## src/hw/placeholder_none.sv

```systemverilog
// Intentionally empty compile unit marker
`timescale 1ns/10ps
`default_nettype none
`default_nettype wire

```

## src/hw/uoe_pkg.sv

```systemverilog
// Constants for the OTG identification and event-flag block
`default_nettype none
package uoe_pkg;
  localparam logic [7:0] OFF_ID_COMPLEMENT = 8'h04;
  localparam logic [7:0] OFF_BLOCK_REVISION = 8'h08;
  localparam logic [7:0] OFF_EXTRA_INFO = 8'h0C;
  localparam logic [7:0] OFF_EVENT_FLAGS = 8'h10;
  localparam logic [7:0] OFF_EVENT_ENABLES = 8'h14;
  // Implemented flag positions; bits 4 and 1 stay reserved
  localparam logic [7:0] EVENT_MASK = 8'hED;
  localparam int BIT_ID_CHANGE = 7;
  localparam int BIT_MS_TICK = 6;
  localparam int BIT_LINE_CHANGE = 5;
  localparam int BIT_BSESS_VALID = 3;
  localparam int BIT_BSESS_END = 2;
  localparam int BIT_AVBUS_VALID = 0;
  localparam logic [7:0] FLAGS_RESET = 8'h00;
  localparam logic [7:0] ENABLES_RESET = 8'h00;
  localparam logic [31:0] READ_ZERO = 32'h0000_0000;
  // Arbitrary identification values
  localparam logic [7:0] CONFIG_NUMBER_DFLT = 8'h5A;
  localparam logic [7:0] REVISION_DFLT = 8'h01;
  localparam logic [7:0] EXTRA_INFO_DFLT = 8'h3C;
  localparam int CLK_PERIOD_NS = 5;
  localparam int MS_PERIOD_NS = 1000000;
  localparam int MS_CYCLES_DFLT = MS_PERIOD_NS / CLK_PERIOD_NS;
  // Cycles after reset release before inputs are trusted
  localparam logic [1:0] SETTLE_CYCLES = 2'h3;
endpackage : uoe_pkg
`default_nettype wire

```

## src/hw/uoe_sync.sv

```systemverilog
// Two-flop synchroniser for a group of asynchronous levels
`timescale 1ns/10ps
`default_nettype none
module uoe_sync #(
  parameter int WIDTH = 1
) (
  input wire logic clk,
  input wire logic rst_n,
  input wire logic [WIDTH-1:0] async_in,
  output logic [WIDTH-1:0] sync_out
);
  logic [WIDTH-1:0] meta;

  // First stage feeds only the second stage
  always_ff @(posedge clk or negedge rst_n) begin
    if (!rst_n) begin
      meta <= '0;
      sync_out <= '0;
    end else begin
      meta <= async_in;
      sync_out <= meta;
    end
  end
endmodule : uoe_sync
`default_nettype wire

```

## src/hw/uoe_event_flags.sv

```systemverilog
// OTG identification and event-flag registers behind classic Wishbone
//
// The Wishbone slave port was left to the implementer.
`timescale 1ns/10ps
`default_nettype none
module uoe_event_flags #(
  parameter logic [7:0] CONFIG_NUMBER = uoe_pkg::CONFIG_NUMBER_DFLT,
  parameter logic [7:0] REVISION = uoe_pkg::REVISION_DFLT,
  parameter logic [7:0] EXTRA_INFO = uoe_pkg::EXTRA_INFO_DFLT,
  parameter int MS_CYCLES = uoe_pkg::MS_CYCLES_DFLT
) (
  input wire logic CLK_SYS,
  input wire logic RST_N,
  input wire logic WB_CYC_I,
  input wire logic WB_STB_I,
  input wire logic WB_WE_I,
  input wire logic [7:0] WB_ADR_I,
  input wire logic [3:0] WB_SEL_I,
  input wire logic [31:0] WB_DAT_I,
  output logic [31:0] WB_DAT_O,
  output logic WB_ACK_O,
  input wire logic CONNECTOR_ID,
  input wire logic LINE_SE0,
  input wire logic LINE_J,
  input wire logic B_SESSION_VALID,
  input wire logic B_SESSION_END,
  input wire logic A_VBUS_VALID,
  output logic OTG_IRQ
);
  localparam int CW = $clog2(MS_CYCLES + 1);
  localparam logic [CW-1:0] MS_LAST = CW'(MS_CYCLES - 1);

  function automatic logic reg_hit(input logic [7:0] adr, input logic [7:0] off);
    reg_hit = (adr[7:2] == off[7:2]);
  endfunction : reg_hit

  logic rst_meta;
  logic rst_n;

  // Async assert, synchronous release
  always_ff @(posedge CLK_SYS or negedge RST_N) begin
    if (!RST_N) begin
      rst_meta <= 1'b0;
      rst_n <= 1'b0;
    end else begin
      rst_meta <= 1'b1;
      rst_n <= rst_meta;
    end
  end

  logic [5:0] pins_s;
  uoe_sync #(.WIDTH(6)) u_sync (
    .clk(CLK_SYS),
    .rst_n(rst_n),
    .async_in({CONNECTOR_ID, LINE_SE0, LINE_J, B_SESSION_VALID, B_SESSION_END, A_VBUS_VALID}),
    .sync_out(pins_s)
  );

  wire id_s = pins_s[5];
  wire [1:0] line_code = pins_s[4:3];
  wire bsv_s = pins_s[2];
  wire bse_s = pins_s[1];
  wire avv_s = pins_s[0];

  logic [1:0] settle;
  logic id_d;
  logic bsv_d;
  logic bse_d;
  logic avv_d;
  wire settled = (settle == uoe_pkg::SETTLE_CYCLES);

  // Synchroniser outputs are meaningless until reset values flush out
  always_ff @(posedge CLK_SYS or negedge rst_n) begin
    if (!rst_n) begin
      settle <= 2'h0;
      id_d <= 1'b0;
      bsv_d <= 1'b0;
      bse_d <= 1'b0;
      avv_d <= 1'b0;
    end else begin
      if (!settled) settle <= settle + 2'h1;
      id_d <= id_s;
      bsv_d <= bsv_s;
      bse_d <= bse_s;
      avv_d <= avv_s;
    end
  end

  logic [CW-1:0] ms_cnt;
  wire ms_tick = (ms_cnt == MS_LAST);

  always_ff @(posedge CLK_SYS or negedge rst_n) begin
    if (!rst_n) begin
      ms_cnt <= '0;
    end else begin
      ms_cnt <= ms_tick ? '0 : ms_cnt + CW'(1);
    end
  end

  // Line state: SE0 is {1,x}, J is {0,1}, K is {0,0}
  logic [1:0] line_prev;
  logic [1:0] line_stable;
  logic line_known;
  logic [CW-1:0] line_cnt;
  wire [1:0] line_norm = line_code[1] ? 2'h2 : line_code;
  wire line_moved = (line_norm != line_prev);
  wire line_done = (line_cnt == MS_LAST) && !line_moved;
  wire line_ev = line_done && line_known && (line_norm != line_stable);

  always_ff @(posedge CLK_SYS or negedge rst_n) begin
    if (!rst_n) begin
      line_prev <= 2'h0;
      line_stable <= 2'h0;
      line_known <= 1'b0;
      line_cnt <= '0;
    end else begin
      line_prev <= line_norm;
      if (line_moved || !settled) begin
        line_cnt <= '0;
      end else if (!line_done) begin
        line_cnt <= line_cnt + CW'(1);
      end
      // Count saturates so a long stable state reports once
      if (line_done && settled) begin
        line_stable <= line_norm;
        line_known <= 1'b1;
      end
    end
  end

  logic [7:0] events;
  always_comb begin
    events = 8'h00;
    events[uoe_pkg::BIT_ID_CHANGE] = settled && (id_s != id_d);
    events[uoe_pkg::BIT_MS_TICK] = ms_tick;
    events[uoe_pkg::BIT_LINE_CHANGE] = line_ev;
    events[uoe_pkg::BIT_BSESS_VALID] = settled && (bsv_s != bsv_d);
    // ID high means B role, low means A role
    events[uoe_pkg::BIT_BSESS_END] = settled && id_d && (bse_s != bse_d);
    events[uoe_pkg::BIT_AVBUS_VALID] = settled && !id_d && (avv_s != avv_d);
  end

  wire req = WB_CYC_I && WB_STB_I && !WB_ACK_O;
  wire wr_low = req && WB_WE_I && WB_SEL_I[0];
  wire hit_flags = reg_hit(WB_ADR_I, uoe_pkg::OFF_EVENT_FLAGS);
  wire hit_enables = reg_hit(WB_ADR_I, uoe_pkg::OFF_EVENT_ENABLES);
  wire [7:0] clear_mask = (wr_low && hit_flags) ? WB_DAT_I[7:0] : 8'h00;

  logic [7:0] flags;
  logic [7:0] enables;
  // Set beats clear when both land together
  wire [7:0] next_flags = ((flags & ~clear_mask) | events) & uoe_pkg::EVENT_MASK;
  wire [7:0] next_enables = (wr_low && hit_enables) ?
                            (WB_DAT_I[7:0] & uoe_pkg::EVENT_MASK) : enables;

  always_ff @(posedge CLK_SYS or negedge rst_n) begin
    if (!rst_n) begin
      flags <= uoe_pkg::FLAGS_RESET;
      enables <= uoe_pkg::ENABLES_RESET;
      OTG_IRQ <= 1'b0;
    end else begin
      flags <= next_flags;
      enables <= next_enables;
      OTG_IRQ <= |(flags & enables);
    end
  end

  logic [31:0] rd_data;
  always_comb begin
    rd_data = uoe_pkg::READ_ZERO;
    if (reg_hit(WB_ADR_I, uoe_pkg::OFF_ID_COMPLEMENT)) begin
      rd_data[7:0] = ~CONFIG_NUMBER;
    end else if (reg_hit(WB_ADR_I, uoe_pkg::OFF_BLOCK_REVISION)) begin
      rd_data[7:0] = REVISION;
    end else if (reg_hit(WB_ADR_I, uoe_pkg::OFF_EXTRA_INFO)) begin
      rd_data[7:0] = EXTRA_INFO;
    end else if (hit_flags) begin
      rd_data[7:0] = flags;
    end else if (hit_enables) begin
      rd_data[7:0] = enables;
    end
  end

  // Unmapped addresses still ack, reading zero, so the bus never hangs
  always_ff @(posedge CLK_SYS or negedge rst_n) begin
    if (!rst_n) begin
      WB_ACK_O <= 1'b0;
      WB_DAT_O <= uoe_pkg::READ_ZERO;
    end else begin
      WB_ACK_O <= req;
      if (req && !WB_WE_I) WB_DAT_O <= rd_data;
    end
  end

  property p_id_comp;
    @(posedge CLK_SYS) disable iff (!rst_n)
      req && !WB_WE_I && reg_hit(WB_ADR_I, uoe_pkg::OFF_ID_COMPLEMENT)
      |=> WB_ACK_O && (WB_DAT_O == {24'h000000, ~CONFIG_NUMBER});
  endproperty
  a_id_comp: assert property (p_id_comp) else $error("id complement read wrong");

  property p_revision;
    @(posedge CLK_SYS) disable iff (!rst_n)
      req && !WB_WE_I && reg_hit(WB_ADR_I, uoe_pkg::OFF_BLOCK_REVISION)
      |=> WB_ACK_O && (WB_DAT_O == {24'h000000, REVISION});
  endproperty
  a_revision: assert property (p_revision) else $error("revision read wrong");

  property p_id_change;
    @(posedge CLK_SYS) disable iff (!rst_n)
      settled && (id_s != id_d) |=> flags[uoe_pkg::BIT_ID_CHANGE];
  endproperty
  a_id_change: assert property (p_id_change) else $error("id change not flagged");

  property p_ms_tick;
    @(posedge CLK_SYS) disable iff (!rst_n)
      $rose(flags[uoe_pkg::BIT_MS_TICK]) |-> $past(ms_cnt) == MS_LAST;
  endproperty
  a_ms_tick: assert property (p_ms_tick) else $error("ms flag without timer expiry");

  property p_line_stable;
    @(posedge CLK_SYS) disable iff (!rst_n)
      line_ev |-> (line_cnt == MS_LAST) && (line_norm != line_stable) ##1
      flags[uoe_pkg::BIT_LINE_CHANGE] && (line_stable == $past(line_norm));
  endproperty
  a_line_stable: assert property (p_line_stable) else $error("line change flag wrong");

  property p_line_any;
    @(posedge CLK_SYS) disable iff (!rst_n)
      $past(line_known) && $changed(line_stable) |-> flags[uoe_pkg::BIT_LINE_CHANGE];
  endproperty
  a_line_any: assert property (p_line_any) else $error("line transition missed");

  property p_bsess_valid;
    @(posedge CLK_SYS) disable iff (!rst_n)
      settled && $changed(bsv_s) && $stable(bsv_d) |=> flags[uoe_pkg::BIT_BSESS_VALID];
  endproperty
  a_bsess_valid: assert property (p_bsess_valid) else $error("b valid change missed");

  property p_bsess_end_role;
    @(posedge CLK_SYS) disable iff (!rst_n)
      $rose(flags[uoe_pkg::BIT_BSESS_END]) |-> $past(id_d) && ($past(bse_s) != $past(bse_d));
  endproperty
  a_bsess_end_role: assert property (p_bsess_end_role) else $error("b end flag wrong role");

  property p_avbus_role;
    @(posedge CLK_SYS) disable iff (!rst_n)
      $rose(flags[uoe_pkg::BIT_AVBUS_VALID]) |-> !$past(id_d) && ($past(avv_s) != $past(avv_d));
  endproperty
  a_avbus_role: assert property (p_avbus_role) else $error("a vbus flag wrong role");

  property p_enable_write;
    @(posedge CLK_SYS) disable iff (!rst_n)
      wr_low && hit_enables |=> enables == ($past(WB_DAT_I[7:0]) & uoe_pkg::EVENT_MASK);
  endproperty
  a_enable_write: assert property (p_enable_write) else $error("enable write lost");

  property p_reserved;
    @(posedge CLK_SYS) disable iff (!rst_n)
      ((flags | enables) & ~uoe_pkg::EVENT_MASK) == 8'h00 && WB_DAT_O[31:8] == 24'h000000;
  endproperty
  a_reserved: assert property (p_reserved) else $error("reserved bit set");

  property p_irq;
    @(posedge CLK_SYS) disable iff (!rst_n)
      ((flags & enables) != 8'h00) |=> OTG_IRQ ##1 1'b1 [*1];
  endproperty
  a_irq: assert property (p_irq) else $error("interrupt not raised");

  property p_irq_quiet;
    @(posedge CLK_SYS) disable iff (!rst_n)
      ((flags & enables) == 8'h00) |=> !OTG_IRQ;
  endproperty
  a_irq_quiet: assert property (p_irq_quiet) else $error("spurious interrupt");

  property p_w1c;
    @(posedge CLK_SYS) disable iff (!rst_n)
      wr_low && hit_flags && WB_DAT_I[uoe_pkg::BIT_ID_CHANGE] && !events[uoe_pkg::BIT_ID_CHANGE]
      |=> !flags[uoe_pkg::BIT_ID_CHANGE];
  endproperty
  a_w1c: assert property (p_w1c) else $error("write one did not clear");

  property p_w1c_tick;
    @(posedge CLK_SYS) disable iff (!rst_n)
      wr_low && hit_flags && WB_DAT_I[uoe_pkg::BIT_MS_TICK] && !ms_tick
      |=> !flags[uoe_pkg::BIT_MS_TICK];
  endproperty
  a_w1c_tick: assert property (p_w1c_tick) else $error("tick flag not cleared");

  property p_w1c_line;
    @(posedge CLK_SYS) disable iff (!rst_n)
      wr_low && hit_flags && WB_DAT_I[uoe_pkg::BIT_LINE_CHANGE] && !line_ev
      |=> !flags[uoe_pkg::BIT_LINE_CHANGE];
  endproperty
  a_w1c_line: assert property (p_w1c_line) else $error("line flag not cleared");

  // A clear landing with its event must not lose the event
  property p_set_wins;
    @(posedge CLK_SYS) disable iff (!rst_n)
      (events != 8'h00) |=> (flags & $past(events)) == $past(events);
  endproperty
  a_set_wins: assert property (p_set_wins) else $error("event lost to clear");

  property p_reset_zero;
    @(posedge CLK_SYS) disable iff (!rst_n)
      $rose(rst_n) |-> flags == uoe_pkg::FLAGS_RESET && enables == uoe_pkg::ENABLES_RESET
      && !OTG_IRQ;
  endproperty
  a_reset_zero: assert property (p_reset_zero) else $error("state not zero after reset");
endmodule : uoe_event_flags
`default_nettype wire

```

## config.mk

```make
export PLATFORM = sky130hd
export DESIGN_NAME = uoe_event_flags
export DESIGN_NICKNAME = d
export VERILOG_FILES = /design/src/hw/placeholder_none.sv /design/src/hw/uoe_pkg.sv /design/src/hw/uoe_sync.sv /design/src/hw/uoe_event_flags.sv
export SDC_FILE = /design/constraint.sdc
export NUM_CORES = 1
export LEC_CHECK = 0
export BUFFER_PORTS_ARGS = -buffer_cell sky130_fd_sc_hd__buf_2
export CAP_MARGIN = 20
export CORE_ASPECT_RATIO = 0.5
export CORE_MARGIN = 2
export CORE_UTILIZATION = 33
export CTS_BUF_LIST = sky130_fd_sc_hd__clkbuf_16
export DETAILED_ROUTE_END_ITERATION = 12
export SLEW_MARGIN = 15
export SYNTH_ARGS = -nofsm -noshare
export SYNTH_HDL_FRONTEND = slang
export SYNTH_SLANG_ARGS = --single-unit
```

## constraint.sdc

```tcl
create_clock -name CLK_SYS -period 2.6 [get_ports CLK_SYS]
set_input_delay 0.26 -clock CLK_SYS [delete_from_list [all_inputs] [get_ports CLK_SYS]]
set_output_delay 0.26 -clock CLK_SYS [all_outputs]
set_load 0.03 [all_outputs]
```

==> reports/qor.csv <==
stage,metric,value,unit
clock_network,post-cts sizing count,0,
worst_hold_path,min-delay src,B_SESSION_VALID,
place,GPL Wtd Cong,0.758,
final_layout,final net count,425,
drt,Antenna Nets Post-Route,0,
worst_hold_path,Worst Hold Class,in2reg,
worst_hold_path,Worst Hold End,u_sync.meta[2]$_DFF_PN0_,
sta,FMAX,0.521,GHz
sta,final hold viol count,0,
floorplanning,Initial Util,33.8,%
worst_setup_path,Crit Reg-Reg Endpoint,ms_cnt[8]$_DFF_PN0_,
power_and_ir_drop,Leak Pwr,2.02,nW
synthesis,post-synth cell types,54,
sta,fin crit period,1.92,ns
worst_setup_path,reg-to-reg startpoint,ms_cnt[0]$_DFF_PN0_,
worst_setup_path,R2R Setup Slk,0.68,ns
final_layout,# diodes,0,
place,placed cell area,3950,µm²
power_and_ir_drop,Power per Cell Area,634,nW/µm²
floorplanning,die area,12200,µm²
drt,first-iteration detailed-routing DRC count,99,
global_route,initial antenna violation count,0,
sta,pins over their slew limit,0,
clock_network,CTS clock-pin slew for the worst setup and hold paths,0.06,ns
clock_network,Max Buffers Root-to-Sink,2,
clock_network,CTS Buf Count,9,
place,IO Port Bufs,32,
drt,vias per inst,4.62,
worst_setup_path,crit path launch type,flip-flop,
place,dpl ws,0.681,ns
synthesis,Seq cells post-synth,82,
synthesis,cell area after synthesis,3710,µm²
floorplanning,Die Height,79.0,µm
drt,DRC,0,
floorplanning,Ports,89,
clock_network,CTS Sinks,82,
drt,DR WL/cell,12.0,µm
worst_setup_path,R2R cell count,6,
power_and_ir_drop,Worst IR Drop VDD,323,µV
final_layout,fraction of layout cells with a size suffix above 1,18.6,%
clock_network,H-tree depth,3,
floorplanning,Core Area,11000,µm²
final_layout,Area Growth Syn to Fin,14.2,%
flow_run,Max Cap Violations,0,
global_route,first-pass GRT wire length,11.1,mm
clock_network,Root Buffer,clkbuf_16,
synthesis,Yosys top cell by area,dfrtp_1,
sta,Clock Skews,0.00666,ns
clock_network,# Post-CTS Setup Buffers,0,
sta,final setup fails,0,
worst_setup_path,"Arr. time, crit path",2.14,ns
run_status,outcome,finished clean,
power_and_ir_drop,Logic pwr share,6.3,%
synthesis,asr flop ratio synth,100,%
final_layout,fin area,4230,µm²
synthesis,synth top area cells,"dfrtp_1 55%, buf_4 5.1%, xor2_1 5.0%",
power_and_ir_drop,sw power,608,µW
worst_setup_path,crit path capture type,flip-flop,
worst_hold_path,hold depth,1,
global_route,gr usage total,11.2,%
floorplanning,num rows,27,
floorplanning,Horiz. Die Dim,154,µm
power_and_ir_drop,sequential power share,49.3,%
synthesis,Synth Area per Inst,11.3,µm²
global_route,GRT overflow,0,
sta,Setup WS post-layout,0.681,ns
power_and_ir_drop,Int Power,2.07,mW
clock_network,Worst-Skew Late Latency,0.33,ns
synthesis,post-synth top area share,55.3,%
global_route,vias in the first global route,2265,
place,HPWL Detailed,4.41,mm
synthesis,Syn Inst Count,329,
clock_network,CTS tree,yes,
power_and_ir_drop,part of the power in the clock network,44.4,%
synthesis,Main synth FF type,dfrtp_1,
synthesis,"Seq/Total Area, Yosys",55.3,%
final_layout,Finished Core Util,38.6,%
power_and_ir_drop,Switching Share,22.7,%
sta,Slew @ Worst Pin,0.508,ns
sta,Setup TNS,0,ns
synthesis,Synth Warn #,0,
sta,fin crit share,73.8,%
global_route,pin count of the biggest net entering global routing,73,
drt,Routed WL,6.21,mm
synthesis,number of synthesized flops with an enable pin,0,
drt,routed via count,2385,
drt,Pre-Repair DR Iteration Count,4,
sta,worst relative slew slack,65.8,%
worst_setup_path,crit-path max FO,10,
worst_setup_path,Crit Path Class,reg2reg,
sta,RSZ-0062 raised after global routing,no,
worst_setup_path,required time of the critical path,2.82,ns
worst max path at each step:
| stage | cells past startpoint | from | end |
|---|---|---|---|
| floorplan | 0 | rst_n$_DFF_PN0_ | OTG_IRQ$_DFF_PN0_ |
| global placement | 6 | ms_cnt[0]$_DFF_PN0_ | ms_cnt[8]$_DFF_PN0_ |
| detailed placement | 6 | ms_cnt[0]$_DFF_PN0_ | ms_cnt[8]$_DFF_PN0_ |
| CTS | 6 | ms_cnt[0]$_DFF_PN0_ | ms_cnt[8]$_DFF_PN0_ |
| global route | 6 | ms_cnt[0]$_DFF_PN0_ | ms_cnt[8]$_DFF_PN0_ |
| finish | 6 | ms_cnt[0]$_DFF_PN0_ | ms_cnt[8]$_DFF_PN0_ |
cells in the final DEF, fill, tap and decap left out, types with 4 or more instances in the layout:
cell type,n
a21oi_1,5
a22o_1,9
and3_1,12
buf_2,32
clkbuf_16,9
conb_1,26
dfrtp_1,81
inv_1,10
mux2_2,9
mux2i_1,4
nand2_1,24
nand3_1,14
nor2_1,28
nor3_1,5
o21ai_0,7
xnor2_1,13
xor2_1,21
sequential cells by signal, summed over array words and instances (netlist names), 6 cells and up:
signal and count:
WB_DAT_O 7, enables 6, line_cnt 18, flags 6
ms_cnt 18, u_sync.meta 6, u_sync.sync_out 6
power groups by stage:
stage	combinational, mW	clock, mW	sequential, mW
floorplan	0.126	0	1.37
global placement	0.169	0	1.35
detailed placement	0.170	0	1.35
CTS	0.171	1.22	1.32
global route	0.187	1.28	1.33
finish	0.168	1.19	1.32
worst max-delay path, stage by stage (launching register included):
cell	delay, ns
dfrtp_1	0.40
ha_1	0.23
nand4_1	0.26
nor4_1	0.43
buf_4	0.25
o21bai_1	0.08
a21o_1	0.17
routing by layer:
| metal | global-route usage (%) | part of all wire (%) | wire length, µm | vias up |
|---|---|---|---|---|
| met3 | 2.84 | 3.7 | 231 | 8 |
| met2 | 17.0 | 44 | 2710 | 56 |
| met1 | 16.0 | 51 | 3180 | 1154 |
| met5 | 0 | 0 | 0 | - |
| met4 | 3.18 | 1.4 | 84 | 0 |
| li1 | - | - | - | 1167 |
through the flow:
step | cells | hold slack, ns | power [mW]
floorplan | 353 | -0.0356 | 1.49
global placement | 500 | 0.0455 | 1.51
detailed placement | 500 | 0.0485 | 1.52
CTS | 516 | 0.0280 | 2.72
global route | 516 | 0.0200 | 2.80
finish | 516 | 0.0362 | 2.68
what timing repair did:
action / in CTS / in global routing
endpoints found under the setup margin: 0 / 0
hold buffers: 1 / 0
hold endpoints to repair: 2 / 0
logic make-up after synthesis:
family,after synthesis,share of synthesized area [%]
compound gates,39,7.66
xor+xnor,34,8.03
fa+ha+maj,3,1.01
buf+inv,40,6.88
flops,82,55.3
mux,13,3.81
other cells,2,0.203
simple gates,116,17.0
synthesized netlist by cell type (5+ instances only):
| cell type | instances |
|---|---|
| o21ai_0 | 7 |
| a22o_1 | 9 |
| a21oi_1 | 5 |
| dfrtp_1 | 82 |
| nand3_1 | 14 |
| nand2_1 | 24 |
| nor3_1 | 5 |
| xnor2_1 | 13 |
| xor2_1 | 21 |
| buf_4 | 25 |
| inv_1 | 8 |
| mux2_2 | 9 |
| nor2_1 | 28 |
| and3_1 | 12 |
area by class of cell:
| type | instances | area (µm²) |
|---|---|---|
| multi-input combinational | 231 | 1490 |
| clock buffer | 9 | 225 |
| fill | 1063 | 6750 |
| tap | 145 | 181 |
| sequential | 82 | 2060 |
| clock inverter | 6 | 52.6 |
| timing repair buffer | 35 | 198 |
| inverter | 8 | 30.0 |
Note: power is estimated with default switching activity, not from simulation.
